## config.mk

```make
export PLATFORM = sky130hd
export DESIGN_NAME = tds_sequencer
export DESIGN_NICKNAME = d
export VERILOG_FILES = /design/src/inc/tds_pkg.sv /design/src/verilog/tds_sequencer.sv /design/src/verilog/tds_key_filter.sv /design/src/verilog/tds_bar_meter.sv
export SDC_FILE = /design/constraint.sdc
export NUM_CORES = 1
export LEC_CHECK = 0
export BUFFER_PORTS_ARGS = -buffer_cell sky130_fd_sc_hd__buf_2
export CORE_UTILIZATION = 61
export CTS_CLUSTER_DIAMETER = 100
export CTS_CLUSTER_SIZE = 20
export DETAILED_ROUTE_END_ITERATION = 10
export GPL_ROUTABILITY_DRIVEN = 0
export PLACE_DENSITY = 0.82
export SETUP_SLACK_MARGIN = 0.1
export SLEW_MARGIN = 20
export SYNTH_ARGS = -nofsm -noshare
export SYNTH_HDL_FRONTEND = slang
export SYNTH_HIERARCHICAL = 1
export SYNTH_SLANG_ARGS = --single-unit
```

## constraint.sdc

```tcl
create_clock -name clk_i -period 7.3 [get_ports clk_i]
set_clock_uncertainty 0.05 [all_clocks]
set_input_delay 0.73 -clock clk_i [delete_from_list [all_inputs] [get_ports clk_i]]
set_output_delay 0.73 -clock clk_i [all_outputs]
set_load 0.01 [all_outputs]
```

## src/inc/tds_pkg.sv

```systemverilog
/*
  Constants, state codes and fault codes of the pump drive sequencer.
  Assumes a 100 MHz system clock; every interval is counted in ticks.
*/
// Operation
// - Lamp test two seconds, then power lamp.
// - Start delay selectable zero to five minutes.
// - Start begins acceleration, backing pump on.
// - Start lamp blinks during delay, then steady.
// - Normal lamp blinks, bar shows rising speed.
// - At 95 percent normal steady, start off.
// - Normal run bar shows motor current.
// - Timeout above minimum speed means overload state.
// - Heat key toggles heater, only in normal.
// - Preselected heat lamp blinks during acceleration.
// - Overtemperature reduces speed, lights overload lamp.
// - Below 95 percent show speed, blink normal.
// - Below minimum speed drive off, fault lamp.
// - Stop kills drive, heater, pump; brakes, vents.
// - Braking lights stop, blinks normal lamp.
// - Active braking to standstill, bar shows speed.
// - Fault cleared by stop at standstill only; mains loss also exits it via generator mode to idle.
// - Mains loss: generator mode, bearing supplied down to 10 percent speed.
// - Standstill after stop darkens start, stop, normal.
// - Unplug lamp lit while disconnection unsafe.
// - Fault brakes, steady lamp, blinking coded segment.
// - Remote stop dominates remote start.
package tds_pkg;

  // ==========================================================
  // Timing
  localparam int unsigned CLK_HZ       = 100_000_000;
  localparam int unsigned TICK_MS      = 10;
  localparam int unsigned TICK_CYC     = CLK_HZ / 1000 * TICK_MS;
  localparam int unsigned TW           = 16;
  localparam logic [15:0] TICKS_PER_S  = 16'(1000 / TICK_MS);
  localparam int unsigned LAMP_TEST_MS = 2000;
  localparam logic [15:0] LAMP_TICKS   = 16'(LAMP_TEST_MS / TICK_MS);
  localparam logic [8:0]  DELAY_MAX_S  = 9'h12c;
  localparam int unsigned ACCEL_MAX_S  = 480;
  localparam logic [15:0] ACCEL_TICKS  = 16'(ACCEL_MAX_S * 1000 / TICK_MS);
  localparam int unsigned BLINK_MS     = 250;
  localparam logic [15:0] BLINK_TICKS  = 16'(BLINK_MS / TICK_MS);

  // ==========================================================
  // Speed thresholds in percent of target
  localparam logic [6:0] NORMAL_PCT = 7'h5f;
  localparam int unsigned FULL_PCT  = 100;

  // ==========================================================
  // Fault causes; the flashing segment number is the code minus one
  localparam logic [2:0] FLT_NONE  = 3'h0;
  localparam logic [2:0] FLT_CABLE = 3'h1;
  localparam logic [2:0] FLT_PUMP  = 3'h2;
  localparam logic [2:0] FLT_SPEED = 3'h4;

  // ==========================================================
  // Sequencer states
  typedef enum logic [3:0] {
    ST_LAMP   = 4'h0,
    ST_IDLE   = 4'h1,
    ST_DELAY  = 4'h2,
    ST_ACCEL  = 4'h3,
    ST_NORMAL = 4'h4,
    ST_OVLD   = 4'h5,
    ST_BRAKE  = 4'h6,
    ST_FAULT  = 4'h7,
    ST_GEN    = 4'h8
  } tds_state_e;

endpackage

```

## src/verilog/tds_sequencer.sv

```systemverilog
/*
  Front-panel sequencer of a magnetically levitated pump drive:
  lamp test, start delay, acceleration, normal, overload, braking,
  fault, mains loss, bar display, heater and backing-pump outputs.
  Assumes all inputs synchronous to clk_i; speed and load arrive as
  percent of target from the analog drive.
*/
`timescale 1ns/100ps
module tds_sequencer #(
  parameter int unsigned TICK_CYCLES = tds_pkg::TICK_CYC,
  parameter int unsigned NSEG        = 10,
  parameter logic [6:0]  MIN_PCT     = 7'h3c,
  parameter logic [6:0]  TOUCH_PCT   = 7'h0a
) (
  input  wire logic            clk_i,
  input  wire logic            reset_i,
  input  wire logic            ce_i,
  input  wire logic            key_start_i,
  input  wire logic            key_stop_i,
  input  wire logic            key_heat_i,
  input  wire logic            remote_i,
  input  wire logic            remote_start_i,
  input  wire logic            remote_stop_n_i,
  input  wire logic            remote_heat_i,
  input  wire logic [8:0]      delay_s_i,
  input  wire logic [6:0]      speed_pct_i,
  input  wire logic [6:0]      load_pct_i,
  input  wire logic            standstill_i,
  input  wire logic            mains_ok_i,
  input  wire logic            overtemp_i,
  input  wire logic            cable_fault_i,
  input  wire logic            pump_mismatch_i,
  output logic                 lamp_power_o,
  output logic                 lamp_start_o,
  output logic                 lamp_stop_o,
  output logic                 lamp_normal_o,
  output logic                 lamp_overload_o,
  output logic                 lamp_fault_o,
  output logic                 lamp_heat_o,
  output logic      [NSEG-1:0] bar_o,
  output logic                 backing_pump_output_o,
  output logic                 vent_valve_o,
  output logic                 heater_o,
  output logic                 motor_run_o,
  output logic                 motor_brake_o,
  output logic                 speed_reduce_o,
  output logic                 generator_mode_o,
  output logic                 bearing_supply_o,
  output logic                 unplug_unsafe_lamp_o
);

  localparam int unsigned PW = $clog2(TICK_CYCLES + 1);

  // ==========================================================
  // Prescaler and blink
  logic [PW-1:0]            presc_ff;
  logic                     tick_ff;
  logic [tds_pkg::TW-1:0]   blink_cnt_ff;
  logic                     blink_ff;
  wire presc_end = (presc_ff == PW'(TICK_CYCLES - 1));
  wire blink_end = (blink_cnt_ff == tds_pkg::BLINK_TICKS - 16'h0001);

  always_ff @(posedge clk_i) begin
    if (reset_i) begin
      presc_ff     <= '0;
      tick_ff      <= 1'b0;
      blink_cnt_ff <= '0;
      blink_ff     <= 1'b0;
    end else if (ce_i) begin
      presc_ff <= presc_end ? '0 : presc_ff + PW'(1);
      tick_ff  <= presc_end;
      if (tick_ff) begin
        blink_cnt_ff <= blink_end ? '0 : blink_cnt_ff + 16'h0001;
        if (blink_end)
          blink_ff <= ~blink_ff;
      end
    end
  end

  // ==========================================================
  // Key conditioning
  logic start_press, stop_press, heat_press;

  tds_key_filter u_key_start (
    .clk_i   (clk_i),
    .reset_i (reset_i),
    .ce_i    (ce_i),
    .tick_i  (tick_ff),
    .key_i   (key_start_i),
    .press_o (start_press)
  );

  tds_key_filter u_key_stop (
    .clk_i   (clk_i),
    .reset_i (reset_i),
    .ce_i    (ce_i),
    .tick_i  (tick_ff),
    .key_i   (key_stop_i),
    .press_o (stop_press)
  );

  tds_key_filter u_key_heat (
    .clk_i   (clk_i),
    .reset_i (reset_i),
    .ce_i    (ce_i),
    .tick_i  (tick_ff),
    .key_i   (key_heat_i),
    .press_o (heat_press)
  );

  // Remote mode disables keys; remote stop beats start for safety
  // stop dominates start
  wire stop_cmd  = remote_i ? ~remote_stop_n_i : stop_press;
  wire start_cmd = remote_i ? (remote_start_i & remote_stop_n_i)
                            : (start_press & ~stop_press);

  // ==========================================================
  // Status decode
  tds_pkg::tds_state_e    state_ff, nxt_state;
  logic [tds_pkg::TW-1:0] timer_ff;
  logic [2:0]             fcode_ff;
  logic                   heat_sel_ff;

  wire cause     = cable_fault_i | pump_mismatch_i;
  wire below95   = (speed_pct_i < tds_pkg::NORMAL_PCT);
  wire below_min = (speed_pct_i < MIN_PCT);
  wire [8:0] delay_clip = (delay_s_i > tds_pkg::DELAY_MAX_S) ?
                          tds_pkg::DELAY_MAX_S : delay_s_i;
  wire [15:0] delay_lim = 16'(16'(delay_clip) * tds_pkg::TICKS_PER_S);
  wire lamp_done  = (timer_ff >= tds_pkg::LAMP_TICKS);
  wire delay_done = (timer_ff >= delay_lim);
  wire accel_done = (timer_ff >= tds_pkg::ACCEL_TICKS);

  // ==========================================================
  // Next state
  always_comb begin
    nxt_state = state_ff;
    case (state_ff)
      tds_pkg::ST_LAMP:
        if (lamp_done)
          nxt_state = tds_pkg::ST_IDLE;
      tds_pkg::ST_IDLE:
        if (start_cmd && !cause)
          nxt_state = (delay_lim == 16'h0000) ? tds_pkg::ST_ACCEL
                                              : tds_pkg::ST_DELAY;
      tds_pkg::ST_DELAY:
        if (cause)
          nxt_state = tds_pkg::ST_FAULT;
        else if (stop_cmd)
          nxt_state = tds_pkg::ST_BRAKE;
        else if (delay_done)
          nxt_state = tds_pkg::ST_ACCEL;
      tds_pkg::ST_ACCEL:
        if (cause)
          nxt_state = tds_pkg::ST_FAULT;
        else if (stop_cmd)
          nxt_state = tds_pkg::ST_BRAKE;
        else if (!below95)
          nxt_state = tds_pkg::ST_NORMAL;
        else if (accel_done)
          nxt_state = below_min ? tds_pkg::ST_FAULT : tds_pkg::ST_OVLD;
      tds_pkg::ST_NORMAL, tds_pkg::ST_OVLD:
        if (cause)
          nxt_state = tds_pkg::ST_FAULT;
        else if (stop_cmd)
          nxt_state = tds_pkg::ST_BRAKE;
        else if (below_min)
          nxt_state = tds_pkg::ST_FAULT;
        else if (overtemp_i)
          nxt_state = tds_pkg::ST_OVLD;
        else if (!below95)
          nxt_state = tds_pkg::ST_NORMAL;
      tds_pkg::ST_BRAKE:
        if (cause)
          nxt_state = tds_pkg::ST_FAULT;
        else if (standstill_i)
          nxt_state = tds_pkg::ST_IDLE;
      tds_pkg::ST_FAULT:
        if (stop_cmd && standstill_i && !cause)
          nxt_state = tds_pkg::ST_IDLE;
      tds_pkg::ST_GEN:
        if (mains_ok_i && standstill_i)
          nxt_state = tds_pkg::ST_IDLE;
      default:
        nxt_state = tds_pkg::ST_IDLE;
    endcase
    if (!mains_ok_i && state_ff != tds_pkg::ST_LAMP)
      nxt_state = tds_pkg::ST_GEN;
  end

  // Fault code latched on entry, lowest-numbered cause first
  wire enter_fault = (nxt_state == tds_pkg::ST_FAULT) &&
                     (state_ff != tds_pkg::ST_FAULT);
  wire [2:0] nxt_fcode = !enter_fault  ? fcode_ff :
                         cable_fault_i ? tds_pkg::FLT_CABLE :
                         pump_mismatch_i ? tds_pkg::FLT_PUMP :
                         tds_pkg::FLT_SPEED;

  // Heat selection: key toggles, remote follows level, local stop clears
  // heat key toggle
  wire nxt_heat_sel = remote_i ? remote_heat_i :
                      stop_cmd ? 1'b0 :
                      heat_press ? ~heat_sel_ff : heat_sel_ff;

  // Interval timer restarts on every state change
  wire [15:0] nxt_timer = (nxt_state != state_ff) ? 16'h0000 :
                          (tick_ff && timer_ff != 16'hffff) ?
                          timer_ff + 16'h0001 : timer_ff;

  // ==========================================================
  // Output decode
  wire s_test   = (state_ff == tds_pkg::ST_LAMP);
  wire s_delay  = (state_ff == tds_pkg::ST_DELAY);
  wire s_accel  = (state_ff == tds_pkg::ST_ACCEL);
  wire s_normal = (state_ff == tds_pkg::ST_NORMAL);
  wire s_ovld   = (state_ff == tds_pkg::ST_OVLD);
  wire s_brake  = (state_ff == tds_pkg::ST_BRAKE);
  wire s_fault  = (state_ff == tds_pkg::ST_FAULT);
  wire s_gen    = (state_ff == tds_pkg::ST_GEN);
  wire s_run    = s_accel | s_normal | s_ovld;

  logic [NSEG-1:0] speed_bar, load_bar;

  tds_bar_meter #(.NSEG(NSEG)) u_bar_speed (
    .value_i (speed_pct_i),
    .seg_o   (speed_bar)
  );

  tds_bar_meter #(.NSEG(NSEG)) u_bar_load (
    .value_i (load_pct_i),
    .seg_o   (load_bar)
  );

  wire nxt_lamp_start  = s_test | (s_delay & blink_ff) | s_accel;
  wire nxt_lamp_stop   = s_test | s_brake;
  wire nxt_lamp_normal = s_test | ((s_accel | s_brake) & blink_ff) |
                         ((s_normal | s_ovld) & (~below95 | blink_ff));
  wire nxt_lamp_ovld   = s_test | s_ovld | (s_run & overtemp_i);
  wire nxt_lamp_fault  = s_test | s_fault;
  wire nxt_lamp_heat   = s_test | (heat_sel_ff & (s_normal | blink_ff));

  wire [NSEG-1:0] fault_bar = (blink_ff && fcode_ff != tds_pkg::FLT_NONE)
                            ? NSEG'(1) << (fcode_ff - 3'h1) : '0;
  wire show_load = s_normal & ~below95;
  wire show_spd  = s_accel | s_ovld | s_brake | s_gen | s_normal;
  wire [NSEG-1:0] nxt_bar = s_test    ? '1 :
                            s_fault   ? fault_bar :
                            show_load ? load_bar :
                            show_spd  ? speed_bar : '0;

  wire nxt_backing = s_delay | s_run | (s_fault & ~standstill_i);
  wire nxt_vent    = s_brake | s_fault | s_gen;
  wire nxt_heater  = heat_sel_ff & s_normal;
  wire nxt_brake   = (s_brake | s_fault) & ~standstill_i;
  wire nxt_reduce  = s_run & overtemp_i;
  wire nxt_bearing = ~(s_gen & (speed_pct_i < TOUCH_PCT));
  wire nxt_unplug  = s_test | ~standstill_i;

  // ==========================================================
  // Sequencer registers
  always_ff @(posedge clk_i) begin
    if (reset_i) begin
      state_ff    <= tds_pkg::ST_LAMP;
      timer_ff    <= '0;
      fcode_ff    <= tds_pkg::FLT_NONE;
      heat_sel_ff <= 1'b0;
    end else if (ce_i) begin
      state_ff    <= nxt_state;
      timer_ff    <= nxt_timer;
      fcode_ff    <= nxt_fcode;
      heat_sel_ff <= nxt_heat_sel;
    end
  end

  // Output registers; power lamp is set from the first enabled edge
  always_ff @(posedge clk_i) begin
    if (reset_i) begin
      lamp_power_o          <= 1'b0;
      lamp_start_o          <= 1'b0;
      lamp_stop_o           <= 1'b0;
      lamp_normal_o         <= 1'b0;
      lamp_overload_o       <= 1'b0;
      lamp_fault_o          <= 1'b0;
      lamp_heat_o           <= 1'b0;
      bar_o                 <= '0;
      backing_pump_output_o <= 1'b0;
      vent_valve_o          <= 1'b0;
      heater_o              <= 1'b0;
      motor_run_o           <= 1'b0;
      motor_brake_o         <= 1'b0;
      speed_reduce_o        <= 1'b0;
      generator_mode_o      <= 1'b0;
      bearing_supply_o      <= 1'b1;
      unplug_unsafe_lamp_o  <= 1'b0;
    end else if (ce_i) begin
      lamp_power_o          <= 1'b1;
      lamp_start_o          <= nxt_lamp_start;
      lamp_stop_o           <= nxt_lamp_stop;
      lamp_normal_o         <= nxt_lamp_normal;
      lamp_overload_o       <= nxt_lamp_ovld;
      lamp_fault_o          <= nxt_lamp_fault;
      lamp_heat_o           <= nxt_lamp_heat;
      bar_o                 <= nxt_bar;
      backing_pump_output_o <= nxt_backing;
      vent_valve_o          <= nxt_vent;
      heater_o              <= nxt_heater;
      motor_run_o           <= s_run;
      motor_brake_o         <= nxt_brake;
      speed_reduce_o        <= nxt_reduce;
      generator_mode_o      <= s_gen;
      bearing_supply_o      <= nxt_bearing;
      unplug_unsafe_lamp_o  <= nxt_unplug;
    end
  end

endmodule

```

## src/verilog/tds_key_filter.sv

```systemverilog
/*
  Key debouncer: samples a key on each tick, needs two equal samples,
  and gives one single-cycle pulse per press.
  Assumes the key input is synchronous to clk_i.
*/
`timescale 1ns/100ps
module tds_key_filter (
  input  wire logic clk_i,
  input  wire logic reset_i,
  input  wire logic ce_i,
  input  wire logic tick_i,
  input  wire logic key_i,
  output logic      press_o
);

  logic [1:0] samp_ff;
  logic       stable_ff;
  logic       press_ff;
  wire        agree    = (samp_ff[0] == samp_ff[1]);
  wire        nxt_rise = tick_i & agree & samp_ff[0] & ~stable_ff;

  // ==========================================================
  // Filter and edge detect
  // debounce and edge
  always_ff @(posedge clk_i) begin
    if (reset_i) begin
      samp_ff   <= 2'h0;
      stable_ff <= 1'b0;
      press_ff  <= 1'b0;
    end else if (ce_i) begin
      press_ff <= nxt_rise;
      if (tick_i) begin
        samp_ff <= {samp_ff[0], key_i};
        if (agree)
          stable_ff <= samp_ff[0];
      end
    end
  end

  assign press_o = press_ff;

endmodule

```

## src/verilog/tds_bar_meter.sv

```systemverilog
/*
  Bar graph encoder: percent value to a thermometer of segments,
  segment 0 at the bottom.
  Assumes value_i is 0 to 100; larger values light every segment.
*/
`timescale 1ns/100ps
module tds_bar_meter #(
  parameter int unsigned NSEG = 10
) (
  input  wire logic [6:0]      value_i,
  output logic      [NSEG-1:0] seg_o
);

  // ==========================================================
  // One comparator per segment
  for (genvar k = 0; k < NSEG; k++) begin : g_seg
    localparam int unsigned TH = (k + 1) * tds_pkg::FULL_PCT / NSEG;
    assign seg_o[k] = (value_i >= 7'(TH));
  end

endmodule

```

Word-level counts from Yosys, hierarchy flattened
Cells that the tools add are included.
{"block": "op_classes", "n_addsub": 4, "multipliers": 1, "order_cmp": 27, "eq_ne": 17, "n_shift": 1, "muxes": 39, "bitwise_logic": 56, "n_reduce_logical": 25}
{"op": "$mux 4", "count": 19}
{"op": "$ge 7x7->1 const B", "count": 8}
{"op": "$mux 10", "count": 5}
{"op": "$mux 16", "count": 3}
{"op": "$ge 7x6->1 const B", "count": 6}
{"op": "$add 16x1->16 const B", "count": 2}
{"op": "$pmux 4 s8", "count": 1}
{"op": "$ge 7x5->1 const B", "count": 4}
{"op": "$or 1x1->1", "count": 25}
{"op": "$and 1x1->1", "count": 21}
{"op": "$add 20x1->20 const B", "count": 1}
{"op": "$eq 20x20->1 const B", "count": 1}
{"op": "$eq 4x3->1 const B", "count": 5}
{"op": "$mux 20", "count": 1}
{"op": "$eq 16x5->1 const B", "count": 1}
{"op": "$ge 16x16->1", "count": 1}
{"op": "$ge 16x16->1 const B", "count": 1}
{"op": "$ge 16x8->1 const B", "count": 1}
{"op": "$logic_not 16->1", "count": 1}
{"op": "$ne 16x16->1 const B", "count": 1}
{"op": "$ge 7x4->1 const B", "count": 2}
{"op": "$mul 9x5->14 const B", "count": 1}
{"op": "$reduce_and 3->1", "count": 4}
{"op": "$not 1->1", "count": 10}
{"op": "other kinds (24)", "count": 45}
{"block": "totals", "register_bits": 100, "input_bits": 38, "out_inout_bits": 26, "wordCells": 204}

Logic depth before layout (Yosys ltp)
Gate-level depths: netlist of the first run.
{"block": "logic_depth", "ltp_word": 12, "depth_mapped": 25, "ltp_nobuf": 24}

Cells and area by module
The synthesis of the first run kept the hierarchy.
{"module": "tds_sequencer", "instances": 1, "cells_each": 788, "area_each_um2": 6188.4, "seq_area_each_um2": 1761.7}
{"module": "tds_key_filter", "instances": 3, "cells_each": 17, "area_each_um2": 161.4, "seq_area_each_um2": 80.1}
{"module": "tds_bar_meter", "instances": 2, "cells_each": 23, "area_each_um2": 163.9, "seq_area_each_um2": 0.0}

Worst setup path after synthesis of the first run
Ideal clock, no wire load.
{"block": "synth_path", "path_kind": "input-to-reg", "startpoint": "input delay_s_i[2]", "endpoint": "register fcode_ff[1]", "setup_ps": 71, "arrival_ps": 5185, "required_ps": 7179, "slack_ps": 1995, "path_stages": 24, "n_path_buf": 0, "cell_sequence": "nand2_1 -> nor2_1 -> o21ai_0 -> a21oi_1 -> nor2b_1 -> and2_1 -> ha_1 -> inv_1 -> fa_1 -> inv_1 -> ha_1 -> nand3_1 -> o2111ai_1 -> nand4_1 -> a21oi_1 -> xnor2_1 -> ha_1 -> nand4_1 -> nor3b_1 -> o31ai_1 -> a41oi_2 -> o2111ai_1 -> or3b_2 -> a21oi_1"}
{"block": "synth_via", "elab_chain_len": 12, "elab_cells_between_ends": 15, "classes_between": "mul: 1; order compare: 2; eq/ne: 1; mux: 8; reduce/logical: 3"}
{"element": "start, declared", "line_no": "tds_sequencer.sv:25", "rtl": "input wire logic [8:0] delay_s_i,"}
{"element": "$gt 9x9->1", "line_no": "tds_sequencer.sv:127", "rtl": "wire [8:0] delay_clip = (delay_s_i > tds_pkg::DELAY_MAX_S) ?"}
{"element": "$mux 9 *", "line_no": "tds_sequencer.sv:127"}
{"element": "$mul 9x5->14 *", "line_no": "tds_sequencer.sv:129", "rtl": "wire [15:0] delay_lim = 16'(16'(delay_clip) * tds_pkg::TICKS_PER_S);"}
{"element": "$ge 16x16->1", "line_no": "tds_sequencer.sv:131", "rtl": "wire delay_done = (timer_ff >= delay_lim);"}
{"element": "$mux 4", "line_no": "tds_sequencer.sv:151", "rtl": "else if (delay_done)"}
{"element": "$mux 4", "line_no": "tds_sequencer.sv:149", "rtl": "else if (stop_cmd)"}
{"element": "$mux 4", "line_no": "tds_sequencer.sv:147", "rtl": "if (cause)"}
{"element": "$pmux 4 s8 *", "line_no": "tds_sequencer.sv:138", "rtl": "case (state_ff)"}
{"element": "$mux 4 *", "line_no": "tds_sequencer.sv:187", "rtl": "if (!mains_ok_i && state_ff != tds_pkg::ST_LAMP)"}
{"element": "$eq 4x3->1 *", "line_no": "tds_sequencer.sv:192", "rtl": "wire enter_fault = (nxt_state == tds_pkg::ST_FAULT) &&"}
{"element": "$logic_and 1x1->1 *", "line_no": "tds_sequencer.sv:192"}
{"element": "$reduce_and 2->1 (no line) *"}
{"element": "end signal, assigned", "line_no": "tds_sequencer.sv:265", "rtl": "fcode_ff <= tds_pkg::FLT_NONE;"}
{"element": "end signal, assigned", "line_no": "tds_sequencer.sv:270", "rtl": "fcode_ff <= nxt_fcode;"}
{"element": "end, declared", "line_no": "tds_sequencer.sv:121", "rtl": "logic [2:0] fcode_ff;"}
Mark *: on every way between the ends. The rest lies on a longest branch, timed or not.
A chain may end at the register's enable or synchronous reset.

Worst setup path in the final report of the first run
{"block": "layout_path", "startpoint": "input delay_s_i[2]", "endpoint": "register timer_ff[14] (netlist name)"}
{"block": "layout_via", "elab_chain_len": 12, "elab_cells_between_ends": 16, "classes_between": "mul: 1; order compare: 2; eq/ne: 1; mux: 9; reduce/logical: 3"}
{"element": "$gt 9x9->1", "line_no": "tds_sequencer.sv:127"}
{"element": "$mux 9 *", "line_no": "tds_sequencer.sv:127"}
{"element": "$mul 9x5->14 *", "line_no": "tds_sequencer.sv:129"}
{"element": "$ge 16x16->1", "line_no": "tds_sequencer.sv:131"}
{"element": "$mux 4", "line_no": "tds_sequencer.sv:151"}
{"element": "$mux 4", "line_no": "tds_sequencer.sv:149"}
{"element": "$mux 4", "line_no": "tds_sequencer.sv:147"}
{"element": "$pmux 4 s8 *", "line_no": "tds_sequencer.sv:138"}
{"element": "$mux 4 *", "line_no": "tds_sequencer.sv:187"}
{"element": "$ne 4x4->1 *", "line_no": "tds_sequencer.sv:206", "rtl": "wire [15:0] nxt_timer = (nxt_state != state_ff) ? 16'h0000 :"}
{"element": "$reduce_bool 2->1 (no line)"}
{"element": "$reduce_and 2->1 (no line)"}
{"element": "end signal, assigned", "line_no": "tds_sequencer.sv:269", "rtl": "timer_ff <= nxt_timer;"}
{"element": "end, declared", "line_no": "tds_sequencer.sv:120", "rtl": "logic [tds_pkg::TW-1:0] timer_ff;"}
Marks and branches as above.

==> results.py, run 1 <==
metrics = {
    "worst_setup_path": {
        "timing_worst_setup_path_type": "in2reg",
        "startpoint_type": "primary input",
        "reg2reg_to": "timer_ff[13]$_SDFFE_PP0P_",
        "startpoint": "delay_s_i[2]",
        "r2r_cells": 10,
        "end_kind": "register",
        "worst-endpoint-required_ps": 7490,
        "reg2reg_slack_ps": 3490,
        "regToRegStartpoint": "state_ff[1]$_SDFFE_PP0P_",
        "path_max_fanout": 11,
        "worstSetupEndpoint": "timer_ff[14]$_SDFFE_PP0P_",
        "cp.arrival_ps": 6110,
    },
    "power_and_ir_drop": {
        "p_seq_frac": 0.415,
        "intPower_w": 0.000980,
        "irDropWorstVdd_v": 0.000206,
        "p_clk_frac": 0.394,
        "power.density_mw_per_mm2": 178,
        "pwr-share-comb": 0.191,
        "p_leak_nw": 3.09,
        "p_switching_w": 0.000382,
        "swShare": 0.281,
    },
    "worst_hold_path": {
        "hp-class": "reg2reg",
    },
    "grt": {
        "overflow": 0,
        "grt_max_degree": 69,
        "grt_pass1_wl_um": 25300,
        "grtUsageTotal": 0.265,
        "grt_antenna_before_repair": 0,
        "grt_pass1_vias": 5543,
    },
    "detailed_routing": {
        "vias": 6456,
        "viasPerCell": 6.10,
        "route.met2.wl_um": 7010,
        "totalWireLength_um": 15300,
        "drt_iter0_drc": 512,
        "highest_layer": "met4",
        "remaining_drc_errors": 0,
        "dr.pass1.iters": 5,
        "wl_met1_um": 7290,
        "wl_per_cell_um": 14.5,
        "ant_nets": 0,
        "met3_wirelength_um": 775,
    },
    "synth": {
        "yosys-top-cells-area": "dfxtp_1 29%, ha_1 8.9%, nor2_1 6.5%",
        "synth.avg_cell_area_um2": 7.91,
        "yosys.cell_types.count": 79,
        "synthFlopType": "dfxtp_1",
        "synth_edf_count": 0,
        "synth_top_area_cell": "dfxtp_1",
        "async_flop_share": 0,
        "synth_top_area_share": 0.286,
        "synth_cells": 885,
        "ys_ff_latch": 100,
        "netlist_area_mm2": 0.00700,
        "yosysMostFrequentCell": "nor2_1",
        "ys_seq_area_frac": 0.286,
        "synth_fp_nets": 977,
        "ys.warnings.count": 6,
        "synth_commonest_cells": "121 x nor2_1, 100 x dfxtp_1, 80 x nand2_1, 50 x ha_1, 47 x a21oi_1",
    },
    "sta": {
        "max_freq_ghz": 0.169,
        "hold_ws_ps": 413,
        "fin_crit_sh": 0.811,
        "setup_viol": 0,
        "final.setup.worst_slack_ps": 1380,
        "setup_tns_ps": 0,
        "slew_headroom": 0.475,
        "fin_crit_ps": 5920,
        "worst_pin_slew_ps": 782,
        "grt_setup_unrepaired": "false",
        "drv_slew": 0,
        "final_hold_viol_count": 0,
    },
    "floorplan": {
        "die_y_um": 109,
        "dieArea_mm2": 0.0119,
        "start_util": 0.635,
        "die_w_um": 109,
        "rows": 38,
        "ios": 64,
        "core_mm2": 0.0110,
    },
    "finish": {
        "fin_nets": 1006,
        "n_antenna_cell": 0,
        "drive_gt1_frac": 0.132,
        "fillers": 925,
        "area_growth_pct": 9.06,
        "final_cells": 1059,
        "multi_input_area_mm2": 0.00464,
        "seqCellArea_mm2": 0.00200,
        "fin_util": 0.692,
    },
    "place": {
        "portBuffers": 62,
        "pre_cts_slack_ps": 1100,
        "place_inst": 1043,
        "hpwl_um": 10900,
    },
    "cts": {
        "htree_levels": 3,
        "numCtsBuffers": 9,
        "cts_root_buf": "clkbuf_16",
        "ctsHoldBuffers": 0,
        "clk_pin_slew_ps": 70,
        "cts_tree": "done",
        "post_cts_buffers": 0,
        "clkSinkCount": 100,
        "clk_latency_ps": 360,
        "cts_resized": 0,
        "cts_buffer_depth": 2,
    },
    "flow_run": {
        "drv_cap": 0,
    },
    "outcome": {
        "status": "finished, final reports clean",
    },
}
-- cells in the final DEF (no fill, tap or decap), types with 12 or more instances in the layout --
cell type / count
nand2b_1: 18
dfxtp_1: 100
buf_2: 62
xor2_1: 23
nand2_1: 80
mux2i_1: 15
a21oi_1: 47
nor2_1: 121
ha_1: 50
o21ai_0: 33
inv_1: 33
nor4_1: 13
nor3_1: 30
nand3_1: 36
and3_1: 15
nand4_1: 21
xnor2_1: 19
a211oi_1: 12
-- flip-flops by register name, summed over array words and instances, names as in the netlist, 2 cells and up --
| register | count |
|---|---|
| u_key_start/samp_ff | 2 |
| state_ff | 4 |
| u_key_heat/samp_ff | 2 |
| fcode_ff | 3 |
| u_key_stop/samp_ff | 2 |
| timer_ff | 16 |
| blink_cnt_ff | 16 |
| bar_o | 10 |
| presc_ff | 20 |
-- kinds of logic after synthesis --
logic type               synth area share
flip-flops                          0.286
multiplexers                       0.0263
AND/OR/NAND/NOR                     0.278
XOR/XNOR                           0.0525
buffers and inverters              0.0524
AO/OA/AOI/OAI                       0.201
adder cells (fa/ha/maj)             0.104
-- critical path, stage by stage --
cell and delay (ps):
buf_2 140, nand2_1 80, nor2_1 90, o21ai_0 100, a21oi_1 480, nor2b_1 140
and2_1 200, ha_1 270, inv_1 50, fa_1 500, inv_1 40, ha_1 340
nand3_1 120, o2111ai_1 290, xnor2_1 170, ha_1 290, a21oi_1 150, o21ai_0 90
o31ai_1 370, a41oi_2 250, nor2_1 620, mux2_2 410, o32a_1 170
-- power groups by stage --
stage	Clock, W	Sequential [W]	Combinational [W]
finish	0.000537	0.000565	0.000260
global placement	0	0.000577	0.000251
detailed placement	0	0.000577	0.000257
CTS	0.000546	0.000565	0.000259
floorplan	0	0.000579	0.000194
global route	0.000571	0.000567	0.000296
-- stage by stage --
stage / power (W) / area, um^2
2_1_floorplan: 0.000773 / 7000
3_3_place_gp: 0.000828 / 7280
3_5_place_dp: 0.000834 / 7280
4_1_cts: 0.00137 / 7620
5_1_grt: 0.00143 / 7630
6_report: 0.00136 / 7630
-- layout make-up --
type | instances | share of cell area
well taps | 140 | 0.0229
clock inverters | 6 | 0.0134
inverters | 33 | 0.0162
clock buffers | 10 | 0.0313
flip-flops and latches | 100 | 0.262
repair buffers | 67 | 0.0456
multi-input cells | 703 | 0.608
-- metal layers --
metal	track usage	up-vias
met4	0.0907	0
li1	-	3280
met3	0.0508	25
met1	0.357	2977
met2	0.420	174
met5	0	-
-- worst min-delay path by stage --
stage	from	to	slack [ps]	depth (start not counted)
after floorplan	u_key_heat/stable_ff$_SDFFE_PP0P_	u_key_heat/stable_ff$_SDFFE_PP0P_	390	2
after global placement	lamp_power_o$_SDFFE_PP0P_	lamp_power_o$_SDFFE_PP0P_	390	2
after detailed placement	lamp_power_o$_SDFFE_PP0P_	lamp_power_o$_SDFFE_PP0P_	400	2
after CTS	u_key_heat/stable_ff$_SDFFE_PP0P_	u_key_heat/stable_ff$_SDFFE_PP0P_	420	2
after global routing	u_key_stop/stable_ff$_SDFFE_PP0P_	u_key_stop/stable_ff$_SDFFE_PP0P_	450	2
final	lamp_power_o$_SDFFE_PP0P_	lamp_power_o$_SDFFE_PP0P_	410	2
No activity file was read; power rests on OpenSTA's default activity.
==> inputs of run 2 (changes only) <==
- clock period: 7.3 -> 5.95 ns (I/O delays scaled with it)
==> run 2 against run 1 <==
Global-route usage up 0.25 points. Via count up 0.81%. Setup slack worse by 910 ps. First-iteration DRC count down 8.8%. Flip-flop and latch count unchanged. Clock power up 8.4%. Cell count up 0.47%. Largest cell class unchanged.
==> results.py, run 2 (synthesis results as in run 1) <==
metrics = {
    "floorplan": {
        "die_w_um": 109,
        "core_mm2": 0.0110,
        "start_util": 0.635,
        "rows": 38,
        "ios": 64,
        "die_y_um": 109,
        "dieArea_mm2": 0.0119,
    },
    "cts": {
        "cts_root_buf": "clkbuf_16",
        "numCtsBuffers": 9,
        "clk_pin_slew_ps": 70,
        "clk_latency_ps": 350,
        "cts_tree": "done",
        "post_cts_buffers": 0,
        "htree_levels": 3,
        "cts_buffer_depth": 2,
        "clkSinkCount": 100,
    },
    "grt": {
        "grt_pass1_wl_um": 25600,
        "grt_antenna_before_repair": 0,
        "overflow": 0,
        "grtUsageTotal": 0.267,
        "grt_max_degree": 67,
        "grt_pass1_vias": 5689,
    },
    "worst_setup_path": {
        "crit_path_top_delay_cell": "fa_1",
        "startpoint_type": "primary input",
        "worst-endpoint-required_ps": 6140,
        "startpoint": "delay_s_i[3]",
        "timing_worst_setup_path_type": "in2reg",
        "crit_path_frequent_cell": "ha_1",
        "reg2reg_slack_ps": 2470,
        "cp.arrival_ps": 5670,
        "path_max_fanout": 22,
        "reg2reg_to": "timer_ff[13]$_SDFFE_PP0P_",
        "regToRegStartpoint": "state_ff[1]$_SDFFE_PP0P_",
        "end_kind": "register",
        "worstSetupEndpoint": "timer_ff[13]$_SDFFE_PP0P_",
        "r2r_cells": 10,
        "cpPeakStageDelay_ps": 490,
    },
    "worst_hold_path": {
        "hp-class": "reg2reg",
        "holdPathStages": 2,
    },
    "detailed_routing": {
        "drt_iter0_drc": 467,
        "vias": 6508,
        "remaining_drc_errors": 0,
        "dr.pass1.iters": 6,
        "viasPerCell": 6.12,
        "wl_per_cell_um": 14.6,
        "ant_nets": 0,
        "totalWireLength_um": 15600,
    },
    "sta": {
        "setup_tns_ps": 0,
        "fin_crit_ps": 5480,
        "grt_setup_unrepaired": "true",
        "max_freq_ghz": 0.183,
        "drv_slew": 0,
        "setup_viol": 0,
        "slew_headroom": 0.498,
        "final_hold_viol_count": 0,
        "worst_pin_slew_ps": 752,
        "fin_crit_sh": 0.921,
    },
    "finish": {
        "fillers": 947,
        "largest_reg_flops": 20,
        "fin_nets": 1012,
        "drive_gt1_frac": 0.136,
        "fin_util": 0.693,
        "area_growth_pct": 9.24,
        "reg_top3": "presc_ff: 20 flops, blink_cnt_ff: 16 flops, timer_ff: 16 flops",
        "n_antenna_cell": 0,
        "final_cell_mix": "120 x nor2_1, 100 x dfxtp_1, 80 x nand2_1, 62 x buf_2, 50 x ha_1",
        "top_register": "presc_ff",
        "layout_commonest_cell": "nor2_1",
    },
    "place": {
        "portBuffers": 62,
        "hpwl_um": 11100,
    },
    "power_and_ir_drop": {
        "irDropWorstVdd_v": 0.000246,
        "power.density_mw_per_mm2": 209,
        "p_leak_nw": 3.09,
    },
    "flow_run": {
        "drv_cap": 0,
    },
    "outcome": {
        "status": "finished, final reports clean",
    },
}
==> run 2: layer usage <==
metal  wire [um]  track usage  part of all wire  vias up
met1        7330        0.347              0.47     3019
li1            -            -                 -     3289
met3         786       0.0544             0.051       23
met5           0            0                 0        -
met2        7210        0.436              0.46      177
met4         231       0.0956             0.015        0
==> run 2: critical path, delay by kind of cell <==
family	cells	cell delay [ps]
compound gates	7	1740
simple gates	10	1580
fa+ha+maj	4	1400
buf+inv	3	230
xor+xnor	1	120
==> run 2: cell type report <==
type,count,area [um^2],share of cell area
repair buffers,73,405,0.0530
flip-flops and latches,100,2000,0.262
multi-input cells,703,4650,0.608
clock buffers,11,243,0.0317
inverters,33,124,0.0162
clock inverters,4,50.0,0.00654
well taps,140,175,0.0229
==> run 2: how the worst min path moves through the flow <==
stage                                           start                           endpoint  slack [ps]
detailed placement  u_key_heat/stable_ff$_SDFFE_PP0P_  u_key_heat/stable_ff$_SDFFE_PP0P_         410
global placement            lamp_power_o$_SDFFE_PP0P_          lamp_power_o$_SDFFE_PP0P_         390
global route        u_key_stop/stable_ff$_SDFFE_PP0P_  u_key_stop/stable_ff$_SDFFE_PP0P_         440
finish              u_key_heat/stable_ff$_SDFFE_PP0P_  u_key_heat/stable_ff$_SDFFE_PP0P_         420
CTS                 u_key_heat/stable_ff$_SDFFE_PP0P_  u_key_heat/stable_ff$_SDFFE_PP0P_         420
floorplan           u_key_heat/stable_ff$_SDFFE_PP0P_  u_key_heat/stable_ff$_SDFFE_PP0P_         390
==> run 2: stage by stage <==
step | instance area (um^2) | setup WS (ps) | std cells | power [W] | hold WS, ps
after floorplan | 7000 | 780 | 885 | 0.000948 | 385
final | 7650 | 472 | 1064 | 0.00160 | 417
after CTS | 7630 | 463 | 1064 | 0.00161 | 418
after global routing | 7650 | 56.4 | 1064 | 0.00168 | 440
after detailed placement | 7340 | 117 | 1049 | 0.00103 | 409
after global placement | 7340 | 162 | 1049 | 0.00102 | 389
==> run 2: repair_timing <==
item                                    CTS  global route
endpoints found under the setup margin    0             7
resized for setup                         0             1
hold buffers                              0             0
==> run 2: power by group <==
part | leakage [nW] | switching, W | internal [W] | total [W]
sequential | 0.812 | 0.00000954 | 0.000683 | 0.000693
combinational | 2.14 | 0.000190 | 0.000134 | 0.000323
clock | 0.138 | 0.000247 | 0.000334 | 0.000582
